<file path="config.mk">
export PLATFORM = sky130hd
export DESIGN_NAME = isa_slot_config_decode
export DESIGN_NICKNAME = d
export VERILOG_FILES = /design/src/rtl/isa_cfg_pkg.sv /design/src/rtl/isa_slot_config_decode.sv
export SDC_FILE = /design/constraint.sdc
export NUM_CORES = 1
export LEC_CHECK = 0
export BUFFER_PORTS_ARGS = -buffer_cell sky130_fd_sc_hd__buf_2
export CELL_PAD_IN_SITES_DETAIL_PLACEMENT = 1
export CELL_PAD_IN_SITES_GLOBAL_PLACEMENT = 1
export CORE_AREA = 8 8 139 141
export CTS_CLUSTER_DIAMETER = 60
export CTS_CLUSTER_SIZE = 16
export DETAILED_ROUTE_END_ITERATION = 7
export DIE_AREA = 0 0 147 149
export HOLD_SLACK_MARGIN = 0.12
export PLACE_DENSITY_LB_ADDON = 0.05
export SETUP_SLACK_MARGIN = 0.5
export SLEW_MARGIN = 20
export SYNTH_ARGS = -nofsm -noshare
export SYNTH_HDL_FRONTEND = slang
export SYNTH_SLANG_ARGS = --single-unit
export TNS_END_PERCENT = 10
</file>
<file path="constraint.sdc">
create_clock -name hclk -period 1.6 [get_ports hclk]
set_input_delay 0.24 -clock hclk [delete_from_list [all_inputs] [get_ports hclk]]
set_output_delay 0.24 -clock hclk [all_outputs]
set_load 0.02 [all_outputs]
</file>
<file path="src/rtl/isa_cfg_pkg.sv">
// Constants and carrier types for the ISA slot configuration and decode block
// Function
// - Compare host A9..A5 with five base straps; respond only on full match.
// - A strap in its off position reads as logic one, otherwise zero.
// - Inside the window, A4..A0 select the targeted internal register.
// - The window spans 32 consecutive bytes from the strap-selected base.
// - Default configuration: base 0x260, DMA channel 3, interrupt line 5.
// - DMA only on 8-bit channels 1, 2 or 3, one at a time.
// - No DMA over 16-bit channels; every request is 8-bit.
// - Request and acknowledge selections must name the same channel.
// - DMA disabled setting drives no request line; programmed I/O only.
// - Interrupt routes to exactly one of IRQ3, 4, 5, 6, 7 or 9.
// - Selected interrupt line driven tristate so others can share it.
// - Interrupt disabled setting never asserts any host interrupt line.
package isa_cfg_pkg;
    localparam int ADDR_W = 10;
    localparam int BASE_W = 5;
    localparam int OFS_W = 5;
    localparam int WINDOW_BYTES = 32;
    localparam int DMA_CH = 3;
    localparam int IRQ_LINES = 6;
    // Factory straps: base 0x260, DMA 3, IRQ5 (line code 3)
    localparam logic [4:0] BASE_DEFAULT = 5'h13;
    localparam logic [1:0] DMA_DEFAULT = 2'h3;
    localparam logic [1:0] DMA_OFF = 2'h0;
    localparam logic [2:0] IRQ_DEFAULT = 3'h3;
    localparam logic [2:0] IRQ_OFF = 3'h0;
    localparam logic [1:0] SETTLE_COUNT = 2'h3;
    // Register byte offsets
    localparam logic [7:0] REG_CTRL = 8'h00;
    localparam logic [7:0] REG_STATUS = 8'h04;
    localparam logic [7:0] REG_MASK = 8'h08;
    localparam logic [7:0] REG_CONFIG = 8'h0c;
    localparam logic [7:0] REG_ACCESS = 8'h10;
    // Control fields
    localparam int CTRL_DECODE_EN = 0;
    localparam int CTRL_DMA_REQ = 1;
    localparam logic CTRL_DECODE_RESET = 1'h1;
    // Status / mask fields
    localparam int ST_W = 4;
    localparam int ST_RD_HIT = 0;
    localparam int ST_WR_HIT = 1;
    localparam int ST_DMA_DONE = 2;
    localparam int ST_CFG_ERR = 3;
    localparam logic [3:0] MASK_RESET = 4'h0;

    typedef struct packed {
        logic [ADDR_W-1:0] addr;
        logic aen;
        logic ior_n;
        logic iow_n;
    } isa_bus_type;

    typedef struct packed {
        logic [BASE_W-1:0] base;
        logic [1:0] dma_req_sel;
        logic [1:0] dma_ack_sel;
        logic [2:0] irq_sel;
    } strap_type;

    typedef enum logic [0:0] {
        BUS_IDLE = 1'b0,
        BUS_DATA = 1'b1
    } bus_state_type;
endpackage

</file>
<file path="src/rtl/isa_slot_config_decode.sv">
// ISA slot base decode, DMA channel and interrupt line routing, AHB-Lite registers
//
// Design decisions made here: the AHB-Lite register port and the register addresses.
`timescale 1ns/1ps
module isa_slot_config_decode
    import isa_cfg_pkg::*;
(
    // Clock, reset, enable
    input wire logic hclk,
    input wire logic hresetn,
    input wire logic ce,
    // AHB-Lite slave
    input wire logic hsel,
    input wire logic [31:0] haddr,
    input wire logic [1:0] htrans,
    input wire logic hwrite,
    input wire logic [2:0] hsize,
    input wire logic [31:0] hwdata,
    input wire logic hready,
    output logic hreadyout,
    output logic hresp,
    output logic [31:0] hrdata,
    // Strap pins, high for the off position
    input wire isa_cfg_pkg::strap_type strap_pins,
    // ISA host bus
    input wire isa_cfg_pkg::isa_bus_type isa_bus,
    input wire logic [2:0] dack_n,
    output logic [2:0] drq_out,
    output logic [2:0] drq_oe,
    output logic [5:0] irq_out,
    output logic [5:0] irq_oe,
    // Internal register select
    output logic io_hit,
    output logic io_hit_write,
    output logic [4:0] reg_sel,
    // Interrupt level
    output logic irq
);
    import isa_cfg_pkg::*;

    isa_bus_type bus_s1, bus_s2, bus_s3;
    strap_type strap_s1, strap_s2, cfg;
    logic [2:0] dack_s1, dack_s2;
    logic [1:0] settle;
    logic captured;
    logic decode_en;
    logic dma_pending;
    logic [ST_W-1:0] status, mask;
    logic [4:0] last_ofs;
    logic last_write;
    bus_state_type bus_state;
    logic [7:0] bus_addr;
    logic bus_write;

    function automatic logic [2:0] chan_onehot(input logic [1:0] ch);
        chan_onehot = 3'h0;
        if (ch != DMA_OFF)
            chan_onehot[ch - 2'h1] = 1'b1;
    endfunction

    // IRQ3,4,5,6,7,9 map to codes 1..6; 0 and 7 leave every line off
    function automatic logic [5:0] irq_onehot(input logic [2:0] code);
        irq_onehot = 6'h0;
        if (code != IRQ_OFF && code != 3'h7)
            irq_onehot[code - 3'h1] = 1'b1;
    endfunction

    // Pins pass two flops before use
    always_ff @(posedge hclk or negedge hresetn)
    begin
        if (!hresetn)
        begin
            bus_s1 <= '{addr: '0, aen: 1'b1, ior_n: 1'b1, iow_n: 1'b1};
            bus_s2 <= '{addr: '0, aen: 1'b1, ior_n: 1'b1, iow_n: 1'b1};
            bus_s3 <= '{addr: '0, aen: 1'b1, ior_n: 1'b1, iow_n: 1'b1};
            strap_s1 <= '0;
            strap_s2 <= '0;
            dack_s1 <= 3'h7;
            dack_s2 <= 3'h7;
        end
        else if (ce)
        begin
            bus_s1 <= isa_bus;
            bus_s2 <= bus_s1;
            // Third stage only feeds the strobe edge detector
            bus_s3 <= bus_s2;
            strap_s1 <= strap_pins;
            strap_s2 <= strap_s1;
            dack_s1 <= dack_n;
            dack_s2 <= dack_s1;
        end
    end

    // Factory settings stand until the straps have settled through the synchroniser
    always_ff @(posedge hclk or negedge hresetn)
    begin
        if (!hresetn)
        begin
            cfg <= '{base: BASE_DEFAULT, dma_req_sel: DMA_DEFAULT,
                     dma_ack_sel: DMA_DEFAULT, irq_sel: IRQ_DEFAULT};
            settle <= 2'h0;
            captured <= 1'b0;
        end
        else if (ce && !captured)
        begin
            if (settle == SETTLE_COUNT)
            begin
                cfg <= strap_s2;
                captured <= 1'b1;
            end
            else
                settle <= settle + 2'h1;
        end
    end

    logic [1:0] dma_ch;
    logic dma_valid, cfg_err;
    logic io_fall, io_match;
    logic [ADDR_W-1:0] base_addr;
    assign dma_ch = cfg.dma_req_sel;
    assign cfg_err = cfg.dma_req_sel != cfg.dma_ack_sel;
    assign dma_valid = !cfg_err && dma_ch != DMA_OFF;
    assign io_fall = (!bus_s2.ior_n && bus_s3.ior_n) || (!bus_s2.iow_n && bus_s3.iow_n);
    assign base_addr = {cfg.base, 5'h00};
    // Upper five bits alone decide, so the window is the 32 bytes above the base
    assign io_match = decode_en && !bus_s2.aen
        && bus_s2.addr[9:5] == cfg.base;

    always_ff @(posedge hclk or negedge hresetn)
    begin
        if (!hresetn)
        begin
            io_hit <= 1'b0;
            io_hit_write <= 1'b0;
            reg_sel <= 5'h00;
        end
        else if (ce)
        begin
            io_hit <= io_fall && io_match;
            io_hit_write <= io_fall && io_match && !bus_s2.iow_n;
            if (io_fall && io_match)
                reg_sel <= bus_s2.addr[4:0];
        end
    end

    logic dma_ack;
    logic sw_dma_req;
    logic [ST_W-1:0] events, st_clear;
    assign dma_ack = dma_pending && dma_valid && (chan_onehot(dma_ch) & ~dack_s2) != 3'h0;

    always_ff @(posedge hclk or negedge hresetn)
    begin
        if (!hresetn)
            dma_pending <= 1'b0;
        else if (ce)
        begin
            if (sw_dma_req && dma_valid)
                dma_pending <= 1'b1;
            else if (dma_ack || !dma_valid)
                dma_pending <= 1'b0;
        end
    end

    // Only the three 8-bit request lines exist; disabled or mismatched straps float them
    always_ff @(posedge hclk or negedge hresetn)
    begin
        if (!hresetn)
        begin
            drq_out <= 3'h0;
            drq_oe <= 3'h0;
        end
        else if (ce)
        begin
            drq_oe <= dma_valid ? chan_onehot(dma_ch) : 3'h0;
            drq_out <= (dma_valid && dma_pending && !dma_ack) ? chan_onehot(dma_ch) : 3'h0;
        end
    end

    // Host placement of base, channel 2 and line 6 is left to software
    assign events[ST_RD_HIT] = io_fall && io_match && !bus_s2.ior_n;
    assign events[ST_WR_HIT] = io_fall && io_match && !bus_s2.iow_n;
    assign events[ST_DMA_DONE] = dma_ack;
    assign events[ST_CFG_ERR] = captured && cfg_err;

    always_ff @(posedge hclk or negedge hresetn)
    begin
        if (!hresetn)
            status <= '0;
        else if (ce)
            status <= (status & ~st_clear) | events;
    end

    always_ff @(posedge hclk or negedge hresetn)
    begin
        if (!hresetn)
        begin
            last_ofs <= 5'h00;
            last_write <= 1'b0;
        end
        else if (ce && io_fall && io_match)
        begin
            last_ofs <= bus_s2.addr[4:0];
            last_write <= !bus_s2.iow_n;
        end
    end

    // Drive only while asserting, so the line stays shareable
    logic irq_level;
    assign irq_level = (status & mask) != '0;

    always_ff @(posedge hclk or negedge hresetn)
    begin
        if (!hresetn)
        begin
            irq <= 1'b0;
            irq_out <= 6'h00;
            irq_oe <= 6'h00;
        end
        else if (ce)
        begin
            irq <= irq_level;
            irq_out <= irq_onehot(cfg.irq_sel);
            irq_oe <= irq_level ? irq_onehot(cfg.irq_sel) : 6'h00;
        end
    end

    // One wait state keeps hrdata straight from a flop
    logic bus_take, bus_wr_now;
    assign bus_take = hsel && htrans[1] && hready;
    assign bus_wr_now = ce && bus_state == BUS_DATA && bus_write;
    assign sw_dma_req = bus_wr_now && bus_addr == REG_CTRL && hwdata[CTRL_DMA_REQ];
    assign st_clear = (bus_wr_now && bus_addr == REG_STATUS) ? hwdata[ST_W-1:0] : '0;

    always_ff @(posedge hclk or negedge hresetn)
    begin
        if (!hresetn)
        begin
            bus_state <= BUS_IDLE;
            bus_addr <= 8'h00;
            bus_write <= 1'b0;
            hreadyout <= 1'b1;
            hrdata <= 32'h0;
        end
        else if (ce)
        begin
            case (bus_state)
                BUS_IDLE:
                begin
                    if (bus_take)
                    begin
                        bus_state <= BUS_DATA;
                        bus_addr <= haddr[7:0];
                        bus_write <= hwrite;
                        hreadyout <= 1'b0;
                    end
                end
                BUS_DATA:
                begin
                    bus_state <= BUS_IDLE;
                    hreadyout <= 1'b1;
                    if (bus_write)
                        hrdata <= 32'h0;
                    else if (bus_addr == REG_CTRL)
                        hrdata <= {30'h0, dma_pending, decode_en};
                    else if (bus_addr == REG_STATUS)
                        hrdata <= {28'h0, status};
                    else if (bus_addr == REG_MASK)
                        hrdata <= {28'h0, mask};
                    else if (bus_addr == REG_CONFIG)
                        hrdata <= {19'h0, captured, cfg};
                    else if (bus_addr == REG_ACCESS)
                        hrdata <= {26'h0, last_write, last_ofs};
                    else
                        hrdata <= 32'h0;
                end
                default:
                    bus_state <= BUS_IDLE;
            endcase
        end
    end

    always_ff @(posedge hclk or negedge hresetn)
    begin
        if (!hresetn)
        begin
            decode_en <= CTRL_DECODE_RESET;
            mask <= MASK_RESET;
        end
        else if (bus_wr_now)
        begin
            if (bus_addr == REG_CTRL)
                decode_en <= hwdata[CTRL_DECODE_EN];
            else if (bus_addr == REG_MASK)
                mask <= hwdata[ST_W-1:0];
        end
    end

    // Always OKAY: no register access can fail
    always_ff @(posedge hclk or negedge hresetn)
    begin
        if (!hresetn)
            hresp <= 1'b0;
        else
            hresp <= 1'b0;
    end
endmodule

</file>
* After elaboration in Yosys (flattened, before gate mapping)
Index checks and enable logic that the tools add are counted.
** Storage, ports and cells
- Register bits after elaboration :: 158
- Logic and storage cells :: 142
** Operators by class
- $add $sub $neg :: 3
- $lt $le $gt $ge :: 4
- Equality and inequality tests :: 9
- Mux-type cells :: 22
- Bitwise logic cells :: 9
- Reduce and logical (&&, ||, !) cells :: 50
** Operators by type and width (count)
- $mux 13 :: 5
- $logic_and 1x1->1 :: 26
- $mux 6 :: 3
- $eq 8x4->1 const B :: 2
- $reduce_and 2->1 :: 7
- $mux 3 :: 3
- $and 4x4->4 :: 2
- $eq 8x3->1 const B :: 1
- $eq 8x5->1 const B :: 1
- $logic_not 8->1 :: 1
- $logic_not 1->1 :: 7
- $mux 1 :: 6
- $reduce_and 3->1 :: 2
- $reduce_bool 3->1 :: 2
- $eq 5x5->1 :: 1
- $lt 3x4->1 const B :: 1
- $mux 4 :: 1
- $not 4->4 :: 1
- $or 4x4->4 :: 1
- $pmux 1 s2 :: 2
- $reduce_bool 2->1 :: 2
- $reduce_bool 4->1 :: 1
- $and 3x3->3 :: 1
- $demux 1 s3 :: 1
- other kinds (14) :: 17

* Logic depth before layout (Yosys ltp)
Gate-level depths: netlist of run 1.
- Word-level depth :: 12
- Gate-level depth with buffers :: 6
- Gate-level depth less buffers :: 6

* Worst setup path after synthesis of run 1
OpenSTA, ideal clock, no wires.
- Path kind :: reg-to-reg
- Start point :: reg cfg (netlist bit base_addr[6])
- End point :: reg last_ofs[3]
- Data arrival time :: 1552 ps
- Data required time :: 1475 ps
- Setup slack :: -77 ps
- Cell stages (with the launch flop) :: 6
- Buffers on the path :: 1
- Period minus slack after synthesis :: 1677 ps
- Cell sequence :: dfstp_2 xor2_1 nor4_2 nand4_2 buf_6 mux2_4
** Between the ends
- Longest elaborated chain between the ends :: 3
** RTL lines
- start: declaration :: RTL line isa_slot_config_decode.sv:42 : strap_type strap_s1, strap_s2, cfg;
- start signal: assignment :: RTL line isa_slot_config_decode.sv:99 : cfg <= '{base: BASE_DEFAULT, dma_req_sel: DMA_DEFAULT,
- start signal: assignment :: RTL line isa_slot_config_decode.sv:108 : cfg <= strap_s2;
- $eq 5x5->1 :: RTL line isa_slot_config_decode.sv:127 : && bus_s2.addr[9:5] == cfg.base;
- $logic_and 1x1->1 :: RTL line isa_slot_config_decode.sv:127
- $logic_and 1x1->1 :: RTL line isa_slot_config_decode.sv:200 : else if (ce && io_fall && io_match)
- end signal: assignment :: RTL line isa_slot_config_decode.sv:202 : last_ofs <= bus_s2.addr[4:0];
- end: declaration :: RTL line isa_slot_config_decode.sv:49 : logic [4:0] last_ofs;
No other way between the ends.
A chain may end at the register's enable or synchronous reset.

* Worst setup path in the final report of run 1
- Start point :: reg cfg (netlist bit base_addr[6])
- End point :: reg reg_sel[3]
** Between the ends
- Longest elaborated chain between the ends :: 4
** RTL lines
- $eq 5x5->1 :: RTL line isa_slot_config_decode.sv:127
- $logic_and 1x1->1 :: RTL line isa_slot_config_decode.sv:127
- $logic_and 1x1->1 :: RTL line isa_slot_config_decode.sv:141 : if (io_fall && io_match)
- $reduce_and 2->1 (no line)
- end signal: assignment :: RTL line isa_slot_config_decode.sv:142 : reg_sel <= bus_s2.addr[4:0];
- end: declaration :: RTL line isa_slot_config_decode.sv:35 : output logic [4:0] reg_sel,
No other way between the ends.

==> flow_summary.yaml, run 1 <==
global_route:
  grt_usage_pct: 14.8
  antenna_found_initial: 0
  busiest_layer: "met2"
  grt_first_pass_wirelength_um: 25500
  grt_pass1_vias: 4582
  grtUsageMet3_pct: 4.49
  grt_overflow_total: 0
  gr-usage-met2_pct: 24.3
  met1_usage_pct: 18.5
  grt_max_degree: 46
cts:
  cts_tree: "done"
  clockBufferDepth: 2
  root_buffer: "clkbuf_16"
  numCtsBuffers: 17
  post_cts_buffers: 0
  clk_latency_ns: 0.42
  h-tree-depth: 4
  clkSinkCount: 139
  cts.clk_slew.worst_paths_ns: 0.06
critical_path:
  required_ns: 1.90
  r2r-start: "base_addr[6]$_DFFE_PN1P_"
  crit_path_start_kind: "flop"
  arrival_ns: 2.00
  cp-end-kind: "flop"
  reg2reg_depth: 5
  path_class: "reg2reg"
  timing.rr.end: "reg_sel[3]$_DFFE_PN0P_"
  crit_start: "base_addr[6]$_DFFE_PN1P_"
  cp_max_fo: 12
  reg2reg_slack_ns: -0.1
routing:
  drtAntennaViolNets: 0
  vias: 3947
  first_pass_iters: 5
  via_per_inst: 4.81
  wl_per_cell_um: 18.5
  drt_drc_violations_left: 0
  postRouteWirelength_um: 15200
  drt_iter0_drc: 106
floorplanning:
  core_mm2: 0.0171
  pin_count: 163
  die_h_um: 149
  start_util_pct: 34.6
  design.die.area_mm2: 0.0219
  row_count: 48
  die_w_um: 147
worst_hold_path:
  hold_class: "in2async"
logic_synthesis:
  yosys-top-cells-area: "dfrtp_1 (48%), mux2_2 (18%), dfstp_2 (11%)"
  ys_warn_count: 0
  netlist_instances: 427
  ys_seq_area_share_pct: 59.5
  synth_cell_types: 50
  ys_seq_elements: 139
  avgSynthCellArea_um2: 13.8
  synth_top_area_share_pct: 48.4
  yosysTopAreaCell: "dfrtp_1"
  synthesis.area_mm2: 0.00590
cells_and_area:
  fillerInstances: 1682
  drive_gt1_share_pct: 55.7
  final_util_pct: 50.3
  finalNonFillerCells: 821
  area_growth_pct: 45.6
  antennaDiodeCount: 0
  nNetsFinal: 690
sta:
  hold-worst-slack_ns: 0.304
  skew_ns: 0.00701
  hold_violations: 0
  timing.final.crit_share_pct: 106
  setup_violations: 14
  period_minus_slack_ns: 1.70
  setup_slack_ns: -0.0951
  clock.fmax_mhz: 590
  slew_violations: 0
  rsz0062_at_grt: "yes"
placed_design:
  io_buffers: 86
  dp_hpwl_um: 10400
  placedCellCount: 748
  globalplace.congestion: 0.754
power_and_ir_drop:
  power_density_mw_per_mm2: 1380
  ir_drop_uv: 743
  power_leakage_nw: 3.86
outcome:
  violations: "negative setup slack"
  status: "complete, but fails checks"
job:
  drv_cap: 0
-- how the worst max path moves through the flow --
| stage | slack [ns] | end | depth (start not counted) |
|---|---|---|---|
| final | -0.1 | reg_sel[3]$_DFFE_PN0P_ | 5 |
| after global routing | -0.17 | status[0]$_DFFE_PN0P_ | 6 |
| after CTS | -0.10 | reg_sel[3]$_DFFE_PN0P_ | 5 |
| after detailed placement | -0.17 | last_ofs[3]$_DFFE_PN0P_ | 5 |
| after global placement | -0.16 | reg_sel[0]$_DFFE_PN0P_ | 5 |
| after floorplan | -0.08 | last_ofs[3]$_DFFE_PN0P_ | 5 |
-- synthesized netlist by cell type, drive strengths merged --
cell type,count
dfrtp,114
mux2,98
buf,33
dfstp,25
nand2,18
o2bb2ai,15
a22o,10
inv,10
nor2,9
o21ai,7
clkbuf,6
nand3,6
nand3b,6
a21oi,5
a21o,4
a22oi,4
mux2i,4
nand2b,4
nor2b,4
nor3,4
xnor2,4
xor2,4
and4,3
ha,3
nand4,3
nor3b,3
nor4,3
a221o,2
a32o,2
o32ai,2
a2bb2oi,1
a311oi,1
a31o,1
a31oi,1
and4bb,1
clkinv,1
conb,1
nand4b,1
nor4bb,1
o22ai,1
o31ai,1
or4b,1
-- final cells by class --
type                       instances  area [um2]  area share (%)
sequential                       139        3510            40.9
multi-input combinational        257        2690            31.3
timing repair buffer             158        1450            16.9
clock buffer                      20         467            5.44
tap                              225         282            3.28
clock inverter                    11         143            1.66
inverter                          11        43.8           0.510
-- critical path: stages (launching register included) --
cell     delay (ns)
dfstp_2        0.53
xor2_1         0.08
nor4_2         0.34
nand4_2        0.12
buf_6          0.19
mux2_4         0.30
-- state kept, by name, summed over array words and instances, names as in the netlist, 5 cells and up --
| name | count |
|---|---|
| base_addr | 5 |
| bus_addr | 8 |
| bus_s1 | 13 |
| bus_s2 | 13 |
| cfg | 5 |
| hrdata | 13 |
| irq_oe | 6 |
| irq_out | 6 |
| last_ofs | 5 |
| reg_sel | 5 |
| strap_s1 | 12 |
| strap_s2 | 12 |
-- cell families (layout without fill, tap and decap cells) --
group,Yosys count,after routing,synth area share [%]
multiplexers,102,102,19.7
XOR/XNOR,8,8,1.19
AO/OA/AOI/OAI,57,57,7.53
flip-flops,139,139,59.5
AND/OR/NAND/NOR,67,67,6.60
other,1,20,0.0636
adder cells (fa/ha/maj),3,3,0.637
buffers and inverters,50,200,4.73
-- per-stage QoR --
stage	power, mW	TNS, ns	cell area (um2)	setup slack [ns]
after floorplan	5.93	-0.384	6020	-0.0768
after CTS	11.9	-1.14	8530	-0.102
after detailed placement	6.78	-2.12	6800	-0.168
final	11.8	-1.00	8580	-0.0951
after global placement	6.69	-1.97	6800	-0.162
after global routing	12.4	-2.40	8580	-0.173
-- timing repair --
item,in CTS,in global routing
hold buffers,42,0
gates resized for setup,179,9
hold endpoints to repair,109,0
pin swaps,54,44
endpoints found under the setup margin,118,118
-- cell usage in the layout (no fill, tap or decap), types with 4 or more instances in the layout --
cell and instances:
dlygate4sd3_1 42, mux2_2 62, conb_1 20, nand3_1 5, clkinv_2 4, nor2_1 7, dfrtp_1 110, inv_1 8
xor2_1 4, a22oi_2 4, dfstp_2 25, buf_6 49, mux2_4 36, clkbuf_16 17, nand2_1 14, buf_12 6
o2bb2ai_2 10, dfrtp_2 4, buf_2 44, nand3b_1 6, buf_4 16, a21o_1 4, a22o_1 9
-- report_power, final --
| part | internal, mW | leakage, nW | switching [mW] |
|---|---|---|---|
| clock network | 2.56 | 0.298 | 1.49 |
| logic | 1.65 | 1.86 | 1.39 |
| registers | 4.16 | 1.71 | 0.553 |
| total | 8.38 | 3.86 | 3.43 |
-- per-layer routing --
| layer | wire length (um) | part of all wire, % |
|---|---|---|
| met5 | 0 | 0 |
| met4 | 164 | 1.1 |
| met3 | 747 | 4.9 |
| met2 | 7590 | 50 |
| met1 | 6690 | 44 |
Note: power is estimated with default switching activity, not from simulation.
==> run 2: changes to the inputs <==
==> constraint.sdc (replaced) <==
create_clock -name hclk -period 1.5 [get_ports hclk]
set_input_delay 0.225 -clock hclk [delete_from_list [all_inputs] [get_ports hclk]]
set_output_delay 0.225 -clock hclk [all_outputs]
set_load 0.02 [all_outputs]
==> run 2 against run 1 <==
Against the previous run:
- the flow still finishes with violations (negative setup slack)
- combinational power rose by 9.9%
- sequential power is 5.7% higher
- power up 9.5%
- flip-flop and latch count unchanged
- worst hold slack lost 0.050 ns
- final cell count rose by 2.3%
- non-clock buffer count is 18 higher
- fmax increased by 3.7%
- sequential share of layout area decreased by 0.59 points
- clock-buffer cell count fell by 3
- core utilization is 0.71 points higher
- clock skew is 0.0017 ns higher
==> flow_summary.yaml, run 2 (synthesis results as in run 1) <==
cts:
  numCtsBuffers: 17
  h-tree-depth: 4
  clk_latency_ns: 0.41
  clkSinkCount: 139
  root_buffer: "clkbuf_16"
  cts_tree: "done"
  cts.clk_slew.worst_paths_ns: 0.06
  clockBufferDepth: 2
sta:
  timing.final.crit_share_pct: 109
  setup_slack_ns: -0.134
  period_minus_slack_ns: 1.63
  hold_violations: 0
  rsz0062_at_grt: "yes"
  clock.fmax_mhz: 612
  skew_ns: 0.00872
  slew_violations: 0
  setup_violations: 19
routing:
  via_per_inst: 4.71
  vias: 3955
  first_pass_iters: 4
  postRouteWirelength_um: 14700
  wl_per_cell_um: 17.6
  drtAntennaViolNets: 0
  drt_drc_violations_left: 0
  drt_iter0_drc: 116
critical_path:
  crit_path_start_kind: "flop"
  arrival_ns: 1.93
  required_ns: 1.79
  path_class: "reg2reg"
  reg2reg_depth: 5
  cp-end-kind: "flop"
  r2r-start: "base_addr[6]$_DFFE_PN1P_"
  cp_max_fo: 12
  crit_start: "base_addr[6]$_DFFE_PN1P_"
global_route:
  grt_pass1_vias: 4473
  grt_overflow_total: 0
  grt_max_degree: 50
  grt_first_pass_wirelength_um: 24600
  grt_usage_pct: 14.2
  antenna_found_initial: 0
power_and_ir_drop:
  total_power_mw: 12.9
  p_comb_share_pct: 25.9
  power_density_mw_per_mm2: 1480
  power_frac_clock_pct: 35.5
  ir_drop_uv: 795
  p_sw_share_pct: 28.4
  p_int_mw: 9.26
  power_leakage_nw: 3.96
  p_seq_share_pct: 38.6
  p_switching_mw: 3.67
cells_and_area:
  multiInputGateArea_mm2: 0.00264
  regArea_mm2: 0.00351
  fillerInstances: 1683
  drive_gt1_share_pct: 56.3
  antennaDiodeCount: 0
  area_growth_pct: 47.6
  final_common_cell: "dfrtp_1"
  largest_registers: "bus_s1 (13), bus_s2 (13), hrdata (13)"
  final_area_mm2: 0.00870
  layout_common_cells: "dfrtp_1 (111), mux2_2 (64), buf_6 (52)"
  nNetsFinal: 708
placed_design:
  globalplace.congestion: 0.733
  io_buffers: 86
  dp_hpwl_um: 10400
  post-place-ws_ns: -0.190
  place_area_mm2: 0.00692
floorplanning:
  design.die.area_mm2: 0.0219
  die_w_um: 147
  pin_count: 163
  start_util_pct: 34.6
  row_count: 48
  die_h_um: 149
  core_mm2: 0.0171
job:
  drv_cap: 0
outcome:
  status: "complete, but fails checks"
  violations: "negative setup slack"
worst_hold_path:
  hold_class: "in2async"
-- run 2: repair_timing --
action | CTS | global route
buffers inserted | 1 | 1
pin swaps | 49 | 28
endpoints found under the hold margin | 165 | 0
endpoints found under the setup margin | 120 | 153
resized for setup | 169 | 10
hold buffers | 42 | 0
-- run 2: path summary, 6_finish.rpt --
check / slack [ns] / end
worst max-delay path: -0.13 / reg_sel[3]$_DFFE_PN0P_
worst min-delay path: 0.25 / drq_oe[0]$_DFFE_PN0P_
worst max register to register: -0.13 / reg_sel[3]$_DFFE_PN0P_
worst min register to register: 0.50 / bus_s3[0]$_DFFE_PN1P_
max in group asynchronous: 0.68 / base_addr[9]$_DFFE_PN1P_
min in group hclk: 0.30 / hrdata[0]$_DFFE_PN0N_
-- run 2: layout make-up --
cell class	count	share of cell area, %
multi-input cells	257	30.3
flip-flops and latches	139	40.4
clock buffers	17	4.89
repair buffers	176	18.2
clock inverters	15	2.53
well taps	225	3.23
inverters	11	0.474
-- run 2: per-layer routing --
layer / GRT usage, % / vias up / part of all wire (%)
li1: - / 1850 / -
met1: 17.7 / 2016 / 46
met2: 23.6 / 79 / 49
met3: 3.85 / 10 / 4.4
met4: 4.13 / 0 / 0.98
met5: 0 / - / 0
-- run 2: metrics by stage --
stage | setup TNS (ns) | util [%] | std cells | hold slack, ns
after floorplan | -0.884 | - | 446 | -0.0706
after global placement | -3.46 | 40.6 | 764 | 0.118
after detailed placement | -4.10 | 40.6 | 764 | 0.122
after CTS | -2.24 | 50.8 | 839 | 0.245
after global routing | -4.17 | 51.0 | 840 | 0.270
final | -1.88 | 51.0 | 840 | 0.254
-- run 2: worst max-delay path, stage by stage (launching register included) --
cell	delay, ns
dfstp_2	0.53
xor2_1	0.10
nor4_2	0.29
nand4_2	0.11
buf_6	0.17
mux2_4	0.30
-- run 2: power by group through the flow --
stage	clock [mW]	combinational, mW	sequential, mW
after floorplan	0	1.40	4.93
after global placement	0	2.39	4.91
after detailed placement	0	2.45	4.94
after CTS	4.70	3.33	4.99
after global routing	4.85	3.60	5.09
final	4.59	3.34	4.99
